**config.mk**
```make
export PLATFORM = sky130hd
export DESIGN_NAME = autoneg_mgmt_registers
export DESIGN_NICKNAME = d
export VERILOG_FILES = /design/src/rtl/autoneg_pkg.sv /design/src/rtl/sticky_if.sv /design/src/rtl/autoneg_mgmt_registers.sv /design/src/rtl/sticky_flags.sv
export SDC_FILE = /design/constraint.sdc
export NUM_CORES = 1
export LEC_CHECK = 0
export ABC_CLOCK_PERIOD_IN_PS = 4900
export BUFFER_PORTS_ARGS = -buffer_cell sky130_fd_sc_hd__buf_2
export CAP_MARGIN = 20
export CORE_MARGIN = 4
export CORE_UTILIZATION = 59
export CTS_BUF_LIST = sky130_fd_sc_hd__clkbuf_8
export CTS_CLUSTER_SIZE = 14
export DETAILED_ROUTE_END_ITERATION = 10
export PLACE_DENSITY = 0.88
export SLEW_MARGIN = 20
export SYNTH_ARGS = -nofsm -noshare
export SYNTH_HDL_FRONTEND = slang
export SYNTH_SLANG_ARGS = --single-unit
```
**constraint.sdc**
```tcl
create_clock -name clk -period 4.9 [get_ports clk]
set_input_delay 0.98 -clock clk [delete_from_list [all_inputs] [get_ports clk]]
set_output_delay 0.98 -clock clk [all_outputs]
set_load 0.01 [all_outputs]
```
**src/rtl/autoneg_pkg.sv**
```systemverilog
package autoneg_pkg;

    typedef logic [15:0] reg_word_t;
    typedef logic [4:0] mgmt_addr_t;

    // Management register addresses.
    localparam mgmt_addr_t ADDR_CONTROL = 5'h00;
    localparam mgmt_addr_t ADDR_STATUS = 5'h01;
    localparam mgmt_addr_t ADDR_ADVERT = 5'h04;
    localparam mgmt_addr_t ADDR_PARTNER = 5'h05;
    localparam mgmt_addr_t ADDR_EXPANSION = 5'h06;
    localparam mgmt_addr_t ADDR_PAGE_TX = 5'h07;

    // Control register fields.
    localparam int CTL_SPEED_BIT = 13;
    localparam int CTL_ENABLE_BIT = 12;
    localparam int CTL_RESTART_BIT = 9;
    localparam int CTL_DUPLEX_BIT = 8;

    // Status register fields.
    localparam int STS_ABIL_HI = 15;
    localparam int STS_ABIL_LO = 11;
    localparam int STS_COMPLETE_BIT = 5;
    localparam int STS_RFAULT_BIT = 4;
    localparam int STS_AN_ABLE_BIT = 3;
    localparam int STS_LINK_BIT = 2;

    // Advertisement and received codeword fields.
    localparam int CW_NP_BIT = 15;
    localparam int CW_ACK_BIT = 14;
    localparam int CW_RF_BIT = 13;
    localparam int ADV_SEL_HI = 4;
    localparam int ADV_SEL_LO = 0;
    localparam int ADV_TECH_HI = 9;
    localparam int ADV_TECH_LO = 5;

    // Expansion register fields.
    localparam int EXP_PARTNER_ABLE = 0;
    localparam int EXP_PAGE_RX = 1;
    localparam int EXP_LOCAL_NP = 2;
    localparam int EXP_PARTNER_NP = 3;
    localparam int EXP_PD_FAULT = 4;
    localparam int EXP_NP_LOC = 5;
    localparam int EXP_NP_LOC_ABLE = 6;

    // Reset values.
    localparam reg_word_t CONTROL_RESET = 16'h1000;
    localparam reg_word_t PAGE_TX_RESET = 16'h2001;
    localparam reg_word_t WORD_ZERO = 16'h0000;
    localparam logic [4:0] SELECTOR_DEFAULT = 5'h01;
    localparam logic [4:0] ABILITY_DEFAULT = 5'h1F;

    // Clear-on-read flag slots.
    localparam int FLAG_RFAULT = 0;
    localparam int FLAG_PAGE_RX = 1;
    localparam int FLAG_PD_FAULT = 2;
    localparam int FLAG_N = 3;

    // Link-ready reporters: legacy pulse detector and two media attachments.
    localparam int READY_N = 3;
    localparam logic [1:0] READY_ONE = 2'h1;

    typedef enum logic [3:0] {
        RS_IDLE = 4'h1,
        RS_PENDING = 4'h2,
        RS_RUNNING = 4'h4,
        RS_DONE = 4'h8
    } restart_state_t;

    // Status ability bits 15..11 map onto advertisement bits 9..5.
    function automatic reg_word_t tech_field(input logic [4:0] abil);
        reg_word_t w;
        w = WORD_ZERO;
        w[ADV_TECH_HI:ADV_TECH_LO] = abil;
        return w;
    endfunction : tech_field

    function automatic logic [1:0] ready_count(input logic [READY_N-1:0] r);
        logic [1:0] c;
        c = 2'h0;
        for (int i = 0; i < READY_N; i++) begin
            c = c + {1'b0, r[i]};
        end
        return c;
    endfunction : ready_count

endpackage : autoneg_pkg

```
**src/rtl/sticky_if.sv**
```systemverilog
interface sticky_if;
    logic [autoneg_pkg::FLAG_N-1:0] set_evt;
    logic [autoneg_pkg::FLAG_N-1:0] clr;
    logic [autoneg_pkg::FLAG_N-1:0] flags;

    modport owner (input set_evt, input clr, output flags);
    modport user (output set_evt, output clr, input flags);
endinterface : sticky_if

```
**src/rtl/autoneg_mgmt_registers.sv**
```systemverilog
// How it works
// - Control, status, advertisement, partner, expansion registers present.
// - Page transmit register at address seven.
// - Control bit twelve enables negotiation.
// - Enabled: ignore manual speed and duplex.
// - Restart bit reads one until initiated.
// - Writing one with bit twelve also one restarts; self-clears; zero ignored.
// - Complete bit zero when disabled or incapable.
// - Complete bit set on successful negotiation.
// - Remote fault sticky until status read.
// - Advertisement resets to selector, ack zero, abilities.
// - Partner register read-only, mirrors received codeword.
// - Expansion register read-only, writes ignored.
// - Expansion bit zero: partner can negotiate.
// - Page received bit set, cleared on read.
// - Expansion bit two: local extra pages.
// - Expansion bit three: partner extra pages.
// - Parallel detect fault set, cleared on read.
// - Storage location and location-able bits provided.
// - Page transmit register resets to 2001.
// - Page transmit write sets staged flag.
// - Local ability vector driven as logic.
// - Extra page flags driven as logic.
// - Received remote fault sets status bit four.
module autoneg_mgmt_registers #(
    parameter logic [4:0] ABILITY = autoneg_pkg::ABILITY_DEFAULT,
    parameter logic [4:0] SELECTOR = autoneg_pkg::SELECTOR_DEFAULT,
    parameter logic LOCAL_NP_ABLE = 1'b1,
    parameter logic NP_LOC_ABLE = 1'b0,
    parameter logic NP_LOC = 1'b0
) (
    input wire logic clk,
    input wire logic rst,
    input wire logic [4:0] mgmt_addr,
    input wire logic [15:0] mgmt_wdata,
    input wire logic mgmt_wr,
    input wire logic mgmt_rd,
    output logic [15:0] mgmt_rdata,
    output logic mgmt_rvalid,
    input wire logic an_capable,
    input wire logic link_up,
    input wire logic neg_speed_sel,
    input wire logic neg_duplex_sel,
    input wire logic an_complete_evt,
    input wire logic restart_started,
    input wire logic rx_page_valid,
    input wire logic rx_page_base,
    input wire logic [15:0] rx_page,
    input wire logic partner_an_able,
    input wire logic pd_timer_expired,
    input wire logic [2:0] link_ready,
    input wire logic tx_page_sent,
    output logic autoneg_enable,
    output logic restart_req,
    output logic link_speed_sel,
    output logic link_duplex_sel,
    output logic [15:0] local_ability_vector,
    output logic [15:0] tx_page_word,
    output logic tx_page_staged_flag,
    output logic local_extra_pages_capable,
    output logic partner_extra_pages_capable,
    output logic more_pages_follow_bit
);

    // Advertisement power-on value, built from straps.
    localparam autoneg_pkg::reg_word_t ADVERT_RESET =
        autoneg_pkg::tech_field(ABILITY) | {11'h000, SELECTOR} |
        {LOCAL_NP_ABLE, 15'h0000};

    autoneg_pkg::reg_word_t control_q;
    autoneg_pkg::reg_word_t control_d;
    autoneg_pkg::reg_word_t advert_q;
    autoneg_pkg::reg_word_t partner_q;
    autoneg_pkg::reg_word_t page_tx_q;
    autoneg_pkg::reg_word_t rdata_q;
    autoneg_pkg::reg_word_t read_mux;
    autoneg_pkg::reg_word_t status_word;
    autoneg_pkg::reg_word_t expansion_word;
    autoneg_pkg::restart_state_t state_q;
    autoneg_pkg::restart_state_t state_d;
    logic rvalid_q;
    logic complete_q;
    logic complete_d;
    logic staged_q;
    logic partner_np_q;
    logic partner_able_q;

    sticky_if flags_bus ();

    sticky_flags u_flags (
        .clk(clk),
        .rst(rst),
        .bus(flags_bus)
    );

    // Address decode.
    wire hit_control = (mgmt_addr == autoneg_pkg::ADDR_CONTROL);
    wire hit_status = (mgmt_addr == autoneg_pkg::ADDR_STATUS);
    wire hit_advert = (mgmt_addr == autoneg_pkg::ADDR_ADVERT);
    wire hit_partner = (mgmt_addr == autoneg_pkg::ADDR_PARTNER);
    wire hit_expansion = (mgmt_addr == autoneg_pkg::ADDR_EXPANSION);
    wire hit_page_tx = (mgmt_addr == autoneg_pkg::ADDR_PAGE_TX) && LOCAL_NP_ABLE;

    wire wr_control = mgmt_wr && hit_control;
    wire wr_advert = mgmt_wr && hit_advert;
    wire wr_page_tx = mgmt_wr && hit_page_tx;
    wire rd_status = mgmt_rd && hit_status;
    wire rd_expansion = mgmt_rd && hit_expansion;

    wire enable_now = control_q[autoneg_pkg::CTL_ENABLE_BIT];
    wire enable_next = control_d[autoneg_pkg::CTL_ENABLE_BIT];
    wire restart_wr = wr_control && mgmt_wdata[autoneg_pkg::CTL_RESTART_BIT] &&
        mgmt_wdata[autoneg_pkg::CTL_ENABLE_BIT];
    wire negotiation_live = enable_now && an_capable;

    // Control register keeps all written bits; the restart bit lives in the state machine.
    always_comb begin
        control_d = control_q;
        if (wr_control) begin
            control_d = mgmt_wdata;
        end
        control_d[autoneg_pkg::CTL_RESTART_BIT] = 1'b0;
    end

    always_comb begin
        state_d = state_q;
        case (state_q)
            autoneg_pkg::RS_IDLE: begin
                if (restart_wr) begin
                    state_d = autoneg_pkg::RS_PENDING;
                end
            end
            autoneg_pkg::RS_PENDING: begin
                if (restart_started && !restart_wr) begin
                    state_d = autoneg_pkg::RS_RUNNING;
                end
            end
            autoneg_pkg::RS_RUNNING: begin
                if (restart_wr) begin
                    state_d = autoneg_pkg::RS_PENDING;
                end else if (an_complete_evt) begin
                    state_d = autoneg_pkg::RS_DONE;
                end
            end
            autoneg_pkg::RS_DONE: begin
                if (restart_wr) begin
                    state_d = autoneg_pkg::RS_PENDING;
                end
            end
            default: begin
                state_d = autoneg_pkg::RS_IDLE;
            end
        endcase
        // A disabled function has nothing to restart.
        if (!enable_next) begin
            state_d = autoneg_pkg::RS_IDLE;
        end
    end

    wire restart_bit = (state_q == autoneg_pkg::RS_PENDING);

    always_comb begin
        complete_d = complete_q;
        if (restart_wr) begin
            complete_d = 1'b0;
        end
        if (an_complete_evt) begin
            complete_d = 1'b1;
        end
        if (!negotiation_live || !enable_next) begin
            complete_d = 1'b0;
        end
    end

    wire rfault_evt = rx_page_valid && rx_page_base && rx_page[autoneg_pkg::CW_RF_BIT];
    wire pd_fault_evt = pd_timer_expired &&
        (autoneg_pkg::ready_count(link_ready) != autoneg_pkg::READY_ONE);

    // Clears take effect at the edge that captures the read data.
    always_comb begin
        flags_bus.set_evt = '0;
        flags_bus.clr = '0;
        flags_bus.set_evt[autoneg_pkg::FLAG_RFAULT] = rfault_evt;
        flags_bus.set_evt[autoneg_pkg::FLAG_PAGE_RX] = rx_page_valid;
        flags_bus.set_evt[autoneg_pkg::FLAG_PD_FAULT] = pd_fault_evt;
        flags_bus.clr[autoneg_pkg::FLAG_RFAULT] = rd_status;
        flags_bus.clr[autoneg_pkg::FLAG_PAGE_RX] = rd_expansion;
        flags_bus.clr[autoneg_pkg::FLAG_PD_FAULT] = rd_expansion;
    end

    // Status register view.
    always_comb begin
        status_word = autoneg_pkg::WORD_ZERO;
        status_word[autoneg_pkg::STS_ABIL_HI:autoneg_pkg::STS_ABIL_LO] = ABILITY;
        status_word[autoneg_pkg::STS_COMPLETE_BIT] = complete_q && negotiation_live;
        status_word[autoneg_pkg::STS_RFAULT_BIT] = flags_bus.flags[autoneg_pkg::FLAG_RFAULT];
        status_word[autoneg_pkg::STS_AN_ABLE_BIT] = an_capable;
        status_word[autoneg_pkg::STS_LINK_BIT] = link_up;
    end

    // Expansion register view.
    always_comb begin
        expansion_word = autoneg_pkg::WORD_ZERO;
        expansion_word[autoneg_pkg::EXP_PARTNER_ABLE] = partner_able_q;
        expansion_word[autoneg_pkg::EXP_PAGE_RX] = flags_bus.flags[autoneg_pkg::FLAG_PAGE_RX];
        expansion_word[autoneg_pkg::EXP_LOCAL_NP] = LOCAL_NP_ABLE;
        expansion_word[autoneg_pkg::EXP_PARTNER_NP] = partner_np_q;
        expansion_word[autoneg_pkg::EXP_PD_FAULT] = flags_bus.flags[autoneg_pkg::FLAG_PD_FAULT];
        expansion_word[autoneg_pkg::EXP_NP_LOC] = NP_LOC && NP_LOC_ABLE;
        expansion_word[autoneg_pkg::EXP_NP_LOC_ABLE] = NP_LOC_ABLE;
    end

    // Read multiplexer; unmapped addresses read zero.
    always_comb begin
        read_mux = autoneg_pkg::WORD_ZERO;
        if (hit_control) begin
            read_mux = control_q;
            read_mux[autoneg_pkg::CTL_RESTART_BIT] = restart_bit;
        end else if (hit_status) begin
            read_mux = status_word;
        end else if (hit_advert) begin
            read_mux = advert_q;
        end else if (hit_partner) begin
            read_mux = partner_q;
        end else if (hit_expansion) begin
            read_mux = expansion_word;
        end else if (hit_page_tx) begin
            read_mux = page_tx_q;
        end
    end

    always_ff @(posedge clk or posedge rst) begin
        if (rst) begin
            control_q <= autoneg_pkg::CONTROL_RESET;
            state_q <= autoneg_pkg::RS_IDLE;
            complete_q <= 1'b0;
        end else begin
            control_q <= control_d;
            state_q <= state_d;
            complete_q <= complete_d;
        end
    end

    always_ff @(posedge clk or posedge rst) begin
        if (rst) begin
            advert_q <= ADVERT_RESET;
        end else if (wr_advert) begin
            advert_q <= mgmt_wdata;
        end
    end

    // Mirror of received codeword; no write path exists.
    always_ff @(posedge clk or posedge rst) begin
        if (rst) begin
            partner_q <= autoneg_pkg::WORD_ZERO;
        end else if (rx_page_valid) begin
            partner_q <= rx_page;
        end
    end

    always_ff @(posedge clk or posedge rst) begin
        if (rst) begin
            partner_np_q <= 1'b0;
            partner_able_q <= 1'b0;
        end else begin
            if (rx_page_valid && rx_page_base) begin
                partner_np_q <= rx_page[autoneg_pkg::CW_NP_BIT];
            end
            partner_able_q <= partner_an_able;
        end
    end

    always_ff @(posedge clk or posedge rst) begin
        if (rst) begin
            page_tx_q <= autoneg_pkg::PAGE_TX_RESET;
        end else if (wr_page_tx) begin
            page_tx_q <= mgmt_wdata;
        end
    end

    // Write stages the page; a write beats a send in the same cycle.
    always_ff @(posedge clk or posedge rst) begin
        if (rst) begin
            staged_q <= 1'b0;
        end else if (wr_page_tx) begin
            staged_q <= 1'b1;
        end else if (tx_page_sent) begin
            staged_q <= 1'b0;
        end
    end

    always_ff @(posedge clk or posedge rst) begin
        if (rst) begin
            rdata_q <= autoneg_pkg::WORD_ZERO;
            rvalid_q <= 1'b0;
        end else begin
            rvalid_q <= mgmt_rd;
            if (mgmt_rd) begin
                rdata_q <= read_mux;
            end
        end
    end

    assign mgmt_rdata = rdata_q;
    assign mgmt_rvalid = rvalid_q;
    assign autoneg_enable = enable_now;
    assign restart_req = restart_bit;

    assign link_speed_sel = enable_now ? neg_speed_sel : control_q[autoneg_pkg::CTL_SPEED_BIT];
    assign link_duplex_sel = enable_now ? neg_duplex_sel : control_q[autoneg_pkg::CTL_DUPLEX_BIT];

    assign local_ability_vector = advert_q;
    assign tx_page_word = page_tx_q;

    assign tx_page_staged_flag = staged_q;
    assign local_extra_pages_capable = LOCAL_NP_ABLE;
    assign partner_extra_pages_capable = partner_np_q;
    assign more_pages_follow_bit = LOCAL_NP_ABLE &&
        (staged_q ? page_tx_q[autoneg_pkg::CW_NP_BIT] : advert_q[autoneg_pkg::CW_NP_BIT]);

endmodule : autoneg_mgmt_registers

```
**src/rtl/sticky_flags.sv**
```systemverilog
module sticky_flags (
    input wire logic clk,
    input wire logic rst,
    sticky_if.owner bus
);
    logic [autoneg_pkg::FLAG_N-1:0] flags_q;
    logic [autoneg_pkg::FLAG_N-1:0] flags_d;

    // A set in the cycle of the clearing read wins, so no event is lost.
    assign flags_d = bus.set_evt | (flags_q & ~bus.clr);
    assign bus.flags = flags_q;

    always_ff @(posedge clk or posedge rst) begin
        if (rst) begin
            flags_q <= '0;
        end else begin
            flags_q <= flags_d;
        end
    end
endmodule : sticky_flags

```
== After elaboration in Yosys (flattened, before gate mapping) ==
Index checks and enable logic that the tools add are counted.

* Register bits: 91
* Bits of input ports: 55

* Add/subtract/negate cells: 2
* Eq/ne operators: 13
* Multiplexer cells: 21
* Bitwise gates (word level): 3
* Reductions and logical operators: 22

{| class="wikitable"
|+ Operators by type and width
! kind !! count
|-
| $mux W16 || 6
|-
| $eq A5 B3 Y1 const B || 4
|-
| $mux W4 || 5
|-
| $logic_and A1 B1 Y1 || 13
|-
| $mux W13 || 1
|-
| $pmux W4 S3 || 1
|-
| $mux W1 || 8
|-
| $ne A3 B2 Y1 const B || 2
|-
| $eq A5 B1 Y1 const B || 1
|-
| $logic_not A5 Y1 || 1
|-
| $eq A4 B1 Y1 const B || 1
|-
| $eq A4 B2 Y1 const B || 1
|-
| $eq A4 B3 Y1 const B || 1
|-
| $eq A4 B4 Y1 const B || 1
|-
| $ne A4 B4 Y1 const B || 1
|-
| $and A3 B3 Y3 || 1
|-
| $logic_not A1 Y1 || 3
|-
| $not A3 Y3 || 1
|-
| $or A3 B3 Y3 || 1
|-
| $reduce_and A3 Y1 || 1
|-
| $reduce_bool A3 Y1 || 1
|-
| $add A1 B1 Y2 || 1
|-
| $add A2 B1 Y2 || 1
|-
| $ne A2 B1 Y1 const B || 1
|-
| other kinds (3) || 3
|}

== Logic depth before layout (Yosys ltp) ==
Gate-level depths: netlist of the first run.

* Depth after elaboration: 9
* Gate-level depth with buffers: 7

== Hierarchy ==
From an unflattened synthesis of the first run, not the netlist that was laid out.

* Cell total of the unflattened synthesis: 363
* Area total of the unflattened synthesis: 4395.5 um2

{| class="wikitable"
|+ By module, submodules not included
! module !! times used !! cells each !! area each (um2) !! seq. area each (um2)
|-
| autoneg_mgmt_registers || 1 || 353 || 4282.9 || 2215.9
|-
| sticky_flags || 1 || 10 || 112.6 || 75.1
|}

== Least setup slack after synthesis of the first run ==
Ideal clock, no wire load.

* Path kind: input port to flip-flop
* Start: in mgmt_addr[0]
* End: reg state_q[2]
* Library setup time: 94 ps
* Data arrival time: 2498 ps
* Required time: 4806 ps
* Slack: 2308 ps
* Cell stages on the path: 5
* Buffers on the path: 1
* Cells stage by stage: or4_1 buf_2 or3_4 a211o_1 a221oi_2

* Word-level cells in the longest chain between the ends: 8

{| class="wikitable"
|+ RTL lines
! what !! line !! text
|-
| start, declared || autoneg_mgmt_registers.sv:34 || <nowiki>input wire logic [4:0] mgmt_addr,</nowiki>
|-
| $logic_not A5 Y1 (*) || autoneg_mgmt_registers.sv:97 || <nowiki>wire hit_control = (mgmt_addr == autoneg_pkg::ADDR_CONTROL);</nowiki>
|-
| $logic_and A1 B1 Y1 (*) || autoneg_mgmt_registers.sv:104 || <nowiki>wire wr_control = mgmt_wr && hit_control;</nowiki>
|-
| $logic_and A1 B1 Y1 (2 in series) || autoneg_mgmt_registers.sv:112 || <nowiki>wire restart_wr = wr_control && mgmt_wdata[autoneg_pkg::CTL_RESTART_BIT] &&</nowiki>
|-
| $logic_not A1 Y1 || autoneg_mgmt_registers.sv:134 || <nowiki>if (restart_started && !restart_wr) begin</nowiki>
|-
| $logic_and A1 B1 Y1 || autoneg_mgmt_registers.sv:134 ||
|-
| $ne A3 B2 Y1 (no line) || - ||
|-
| $reduce_and A3 Y1 (no line) || - ||
|-
| end signal, assigned || autoneg_mgmt_registers.sv:235 || <nowiki>state_q <= autoneg_pkg::RS_IDLE;</nowiki>
|-
| end signal, assigned || autoneg_mgmt_registers.sv:239 || <nowiki>state_q <= state_d;</nowiki>
|-
| end, declared || autoneg_mgmt_registers.sv:79 || <nowiki>autoneg_pkg::restart_state_t state_q;</nowiki>
|}

Mark *: on every way between the ends. The rest lies on a longest branch, timed or not.
A chain may end at the register's enable or synchronous reset.

== Worst setup path in the final report of the first run ==
* Start: in mgmt_addr[2]
* End: reg page_tx_q[8], in the netlist tx_page_word[8]

* Word-level cells in the longest chain between the ends: 2

{| class="wikitable"
|+ RTL lines
! what !! line !! text
|-
| $eq A5 B3 Y1 || autoneg_mgmt_registers.sv:102 || <nowiki>wire hit_page_tx = (mgmt_addr == autoneg_pkg::ADDR_PAGE_TX) && LOCAL_NP_ABLE;</nowiki>
|-
| $logic_and A1 B1 Y1 || autoneg_mgmt_registers.sv:106 || <nowiki>wire wr_page_tx = mgmt_wr && hit_page_tx;</nowiki>
|-
| end signal, assigned || autoneg_mgmt_registers.sv:275 || <nowiki>page_tx_q <= autoneg_pkg::PAGE_TX_RESET;</nowiki>
|-
| end signal, assigned || autoneg_mgmt_registers.sv:277 || <nowiki>page_tx_q <= mgmt_wdata;</nowiki>
|-
| end, declared || autoneg_mgmt_registers.sv:74 || <nowiki>autoneg_pkg::reg_word_t page_tx_q;</nowiki>
|}

Every way passes these cells.

==> impl_metrics.json, run 1 <==
{
  "skew_ps": 6.36,
  "hpwlAfterDp_um": 7790,
  "yosys-top-cells-count": "dfrtp_1, mux2_2, nand2_1, o21ai_0, nor2_1",
  "yosysMostFrequentCell": "dfrtp_1",
  "async_flop_share": 1.00,
  "synth_cell_types": 54,
  "finalSetupViolations": 0,
  "power_frac_comb": 0.214,
  "status": "complete, no violations",
  "postLayoutCoreUtil": 0.727,
  "crit_type": "in -> reg",
  "cts_tree": "built",
  "cts_root_buf": "clkbuf_8",
  "power_frac_seq": 0.538,
  "setup_slack_ps": 2000,
  "firstDrtPassIters": 5,
  "n_fill_cell": 533,
  "crit_start": "mgmt_addr[2]",
  "gp_congestion": 0.907,
  "dieArea_sq_um": 8650,
  "drt-wirelength-per-cell_um": 19.7,
  "antenna_cells": 0,
  "slew_headroom": 0.389,
  "p_leak_nw": 2.34,
  "finalHoldViolations": 0,
  "worstSetupEndpointType": "flip-flop",
  "clock.fmax_mhz": 345,
  "p_int_mw": 1.26,
  "grt_setup_unrepaired": "no",
  "hp-start": "u_flags.bus.flags[1]",
  "r2r-start": "state_q[2]",
  "seq_area_frac_synth": 0.538,
  "worstPathRequired_ps": 5150,
  "stdcell_area_sq_um": 5020,
  "cts.path.max_buffers": 2,
  "maxSlewViolCount": 0,
  "routed_wl_um": 11100,
  "grt_pass1_wl_um": 17700,
  "drive_gt1_frac": 0.448,
  "swShare": 0.302,
  "tightest_slew_ps": 912,
  "ys_top_cells_by_area": "dfrtp_1, mux2_2, dfstp_2, nand2_1, o21ai_0",
  "p_per_area_nw_per_um2": 359,
  "drt_iter0_drc": 196,
  "synth_area_sq_um": 4260,
  "syn_nets": 421,
  "p_total_mw": 1.80,
  "fin_crit_sh": 0.591,
  "die_w_um": 93.0,
  "cts_made_buffers": 9,
  "grt_usage": 0.266,
  "clockPowerShare": 0.249,
  "ctsHoldBuffers": 0,
  "maxCapViolCount": 0,
  "critPathArrivalTime_ps": 3150,
  "ys_warn_count": 0,
  "peakVddDrop_mv": 0.271,
  "io_buffer_count": 110,
  "syn_inst": 365,
  "num_io_pins": 112,
  "start_util": 0.617,
  "core_area_sq_um": 6910,
  "num_vias": 3405,
  "synth_edf_count": 0,
  "placed_area_sq_um": 4850,
  "grt_max_degree": 53,
  "synth_seq_cells": 91,
  "nets": 520,
  "p_switching_mw": 0.544,
  "antenna_found_initial": 0,
  "ys.flop_type": "dfrtp_1",
  "rows": 30,
  "dieHeight_um": 93.0,
  "cts_resized": 0,
  "clk_pin_slew_worst_paths_ps": 90,
  "area_growth_syn_to_layout_pct": 17.8,
  "ant_nets": 0,
  "cts_sinks": 91,
  "cts_setup_buffers": 0,
  "synth_top_area_cell": "dfrtp_1",
  "hold_path.class": "reg -> reg",
  "pre_cts_ws_ps": 1670,
  "syn_avg_cell_area_sq_um": 11.7,
  "synth_top_area_frac": 0.470,
  "min_period_ps": 2900,
  "start_kind": "input pin",
  "first_global_vias": 3560,
  "route.detailed.drc": 0,
  "vias_per_cell": 6.03,
  "insertion_delay_ps": 360,
  "setup_tns_ps": 0,
  "cts_htree_levels": 3,
  "crit_fanout": 19,
  "grt_overflow": 0
}
## per-layer routing
metal  up-vias  track usage  part of all wire
met3        16       0.0764             0.075
met1      1712        0.344              0.41
met4         0       0.0769             0.015
met5         -            0                 0
li1       1519            -                 -
met2       158        0.439              0.50
## worst max-delay path, cell delays in order
cell	delay [ps]
buf_2	290
nor3b_2	230
buf_4	230
and3_1	330
nand2_1	570
mux2_2	490
## logic make-up after synthesis
logic type | synth area share
adders and majority gates | 0.00470
buffers and inverters | 0.0320
muxes | 0.189
xor gates and xnor gates | 0.00206
DFF | 0.538
other | 0.000880
AOI/OAI and AO/OA | 0.129
and+or+nand+nor | 0.105
## per-stage QoR
stage | hold WS, ps | cells
6_report | 503 | 565
5_1_grt | 522 | 565
4_1_cts | 502 | 565
3_5_place_dp | 481 | 549
3_3_place_gp | 472 | 549
2_1_floorplan | 450 | 365
## power by group through the flow
| stage | Clock [mW] | Combinational [mW] | Sequential [mW] |
|---|---|---|---|
| final | 0.448 | 0.385 | 0.970 |
| after global routing | 0.481 | 0.422 | 0.981 |
| after CTS | 0.448 | 0.388 | 0.966 |
| after floorplan | 0 | 0.215 | 0.980 |
| after global placement | 0 | 0.372 | 0.973 |
| after detailed placement | 0 | 0.386 | 0.979 |
## layout make-up
type                    instances  area, sq um  share of cell area
multi-input cells             240         1840               0.366
clock inverters                 6         28.8             0.00573
repair buffers                112          566               0.113
well taps                      96          120              0.0239
flip-flops and latches         91         2290               0.456
clock buffers                  10          138              0.0274
inverters                      10         38.8             0.00772
## sequential cells by signal, summed over array words and instances (netlist names)
register                     count
local_ability_vector            16
mgmt_rdata                      16
partner_q                       16
tx_page_word                    16
control_q                       15
state_q                          4
u_flags.bus.flags                3
complete_q                       1
mgmt_rvalid                      1
partner_able_q                   1
partner_extra_pages_capable      1
tx_page_staged_flag              1
## layout by cell type, fill, tap and decap left out, types with 2 or more instances in the layout
master	n
nor2b_1	5
o221ai_1	2
buf_4	2
a32oi_1	5
dfrtp_1	80
clkbuf_8	10
a211oi_1	2
o22ai_1	4
clkinv_2	3
mux4_2	2
buf_2	110
a222oi_1	2
a21o_1	3
inv_1	12
a221oi_1	2
nand2b_1	8
nor4b_1	3
nor3b_1	4
a2bb2oi_1	6
mux2i_1	3
o2bb2ai_1	2
a21oi_1	15
nor2_1	16
nand2_1	30
mux2_2	65
a31oi_1	7
nor3_1	3
a22oi_1	2
nand3_1	3
dfstp_2	11
o21ai_0	22
## path summary, 6_finish.rpt
kind | to | slack [ps] | depth (start not counted)
max | tx_page_word[8] | 2000 | 6
min | u_flags.bus.flags[1] | 500 | 1
max reg2reg | state_q[1] | 2840 | 4
min reg2reg | u_flags.bus.flags[1] | 500 | 1
max in group asynchronous | local_ability_vector[7] | 3090 | 3
min in group asynchronous | state_q[3] | 770 | 2
Power figures use the tool's default switching activity.
==> run 2: changes to the inputs <==
--- a/config.mk
+++ b/config.mk
@@ -5,15 +5,15 @@
 export SDC_FILE = /design/constraint.sdc
 export NUM_CORES = 1
 export LEC_CHECK = 0
-export ABC_CLOCK_PERIOD_IN_PS = 4900
+export ABC_CLOCK_PERIOD_IN_PS = 2400
 export BUFFER_PORTS_ARGS = -buffer_cell sky130_fd_sc_hd__buf_2
 export CAP_MARGIN = 20
 export CORE_MARGIN = 4
-export CORE_UTILIZATION = 59
+export CORE_UTILIZATION = 49
 export CTS_BUF_LIST = sky130_fd_sc_hd__clkbuf_8
 export CTS_CLUSTER_SIZE = 14
 export DETAILED_ROUTE_END_ITERATION = 10
-export PLACE_DENSITY = 0.88
+export PLACE_DENSITY = 0.78
 export SLEW_MARGIN = 20
 export SYNTH_ARGS = -nofsm -noshare
 export SYNTH_HDL_FRONTEND = slang
==> constraint.sdc (replaced) <==
create_clock -name clk -period 2.4 [get_ports clk]
set_input_delay 0.48 -clock clk [delete_from_list [all_inputs] [get_ports clk]]
set_output_delay 0.48 -clock clk [all_outputs]
set_load 0.01 [all_outputs]
==> impl_metrics.json, run 2 (same netlist as run 1, synthesis figures left out) <==
{
  "skew_ps": 11.9,
  "crit_type": "reg -> out",
  "grt_max_degree": 35,
  "crit_fanout": 8,
  "fin_crit_sh": 0.873,
  "antenna_found_initial": 0,
  "worstSetupEndpointType": "output port",
  "grt_overflow": 0,
  "setup_tns_ps": 0,
  "clk_pin_slew_worst_paths_ps": 90,
  "min_period_ps": 2100,
  "antenna_cells": 0,
  "gp_congestion": 0.820,
  "fin_cells": 594,
  "pre_cts_ws_ps": 225,
  "drive_gt1_frac": 0.468,
  "routed_wl_um": 11300,
  "num_vias": 3479,
  "postLayoutCoreUtil": 0.631,
  "finalSetupViolations": 0,
  "first_global_vias": 3525,
  "timing.hold.ws_ps": 187,
  "cts_made_buffers": 9,
  "peakVddDrop_mv": 0.416,
  "maxSlewViolCount": 0,
  "final_cell_mix": "buf_2, dfrtp_1, mux2_2",
  "regArea_sq_um": 2290,
  "r2r.worst_path.cells": 5,
  "ctsHoldBuffers": 0,
  "grt_usage": 0.229,
  "vias_per_cell": 5.86,
  "final_common_cell": "buf_2",
  "insertion_delay_ps": 360,
  "start_kind": "flip-flop",
  "placedCellCount": 578,
  "cts_resized": 0,
  "p_leak_nw": 2.47,
  "r2r_slack_ps": 640,
  "r2r-start": "state_q[2]",
  "hpwlAfterDp_um": 8340,
  "tightest_slew_ps": 603,
  "start_util": 0.511,
  "status": "complete, no violations",
  "dieArea_sq_um": 10300,
  "cts_root_buf": "clkbuf_8",
  "die_w_um": 101,
  "cts_tree": "built",
  "num_io_pins": 112,
  "clock.fmax_mhz": 477,
  "io_buffer_count": 110,
  "reg2reg_to": "state_q[1]",
  "route.detailed.drc": 0,
  "dieHeight_um": 101,
  "ant_nets": 0,
  "multi_input_area_sq_um": 1840,
  "maxCapViolCount": 0,
  "setup_slack_ps": 305,
  "cts.path.max_buffers": 2,
  "cts_sinks": 91,
  "slew_headroom": 0.597,
  "core_area_sq_um": 8340,
  "n_fill_cell": 667,
  "drt-wirelength-per-cell_um": 19.1,
  "worstPathRequired_ps": 1920,
  "grt_setup_unrepaired": "no",
  "cts_setup_buffers": 0,
  "cts_htree_levels": 3,
  "stdcell_area_sq_um": 5260,
  "hold_path.class": "in -> async",
  "drt_iter0_drc": 242,
  "critPathArrivalTime_ps": 1620,
  "nets": 540,
  "firstDrtPassIters": 5,
  "area_growth_syn_to_layout_pct": 23.4,
  "grt_pass1_wl_um": 18200,
  "placed_area_sq_um": 5060,
  "finalHoldViolations": 0,
  "p_per_area_nw_per_um2": 735,
  "p_total_mw": 3.87,
  "rows": 33
}
-- run 2: cell count changes in the layout (fill, tap and decap cells not counted) --
cell	change
clkbuf_8	-1
inv_1	+1
buf_12	+3
clkinv_2	-2
buf_4	+17
bufinv_16	+2
-- run 2: critical path, cell delays in order (launching register included) --
cell and delay (ps):
dfrtp_1 470, nor4b_1 460, buf_4 220, buf_2 130
-- run 2: worst max path at each step --
stage,startpoint,to,slack (ps)
5_1_grt,state_q[2],restart_req,270
3_5_place_dp,mgmt_addr[0],state_q[2],220
6_report,state_q[2],restart_req,300
3_3_place_gp,mgmt_addr[0],state_q[2],260
2_1_floorplan,mgmt_addr[0],state_q[2],310
4_1_cts,state_q[2],restart_req,330
-- run 2: layer usage --
| metal | GRT usage | vias to the layer above | wire length (um) |
|---|---|---|---|
| li1 | - | 1561 | - |
| met1 | 0.321 | 1721 | 4730 |
| met2 | 0.354 | 174 | 5290 |
| met3 | 0.0468 | 23 | 1070 |
| met4 | 0.0859 | 0 | 253 |
| met5 | 0 | - | 0 |
-- run 2: area by class of cell --
| class | count | area share |
|---|---|---|
| Clock buffer | 9 | 0.0235 |
| Clock inverter | 7 | 0.0152 |
| Inverter | 10 | 0.00785 |
| Multi-Input combinational cell | 240 | 0.350 |
| Sequential cell | 91 | 0.436 |
| Tap cell | 105 | 0.0250 |
| Timing Repair Buffer | 132 | 0.143 |
-- run 2: power breakdown --
group	total, mW	leakage [nW]	internal (mW)	switching [mW]
Sequential	1.97	1.11	1.78	0.190
Clock	1.08	0.118	0.571	0.511
Combinational	0.811	1.25	0.415	0.396
Total	3.87	2.47	2.77	1.10
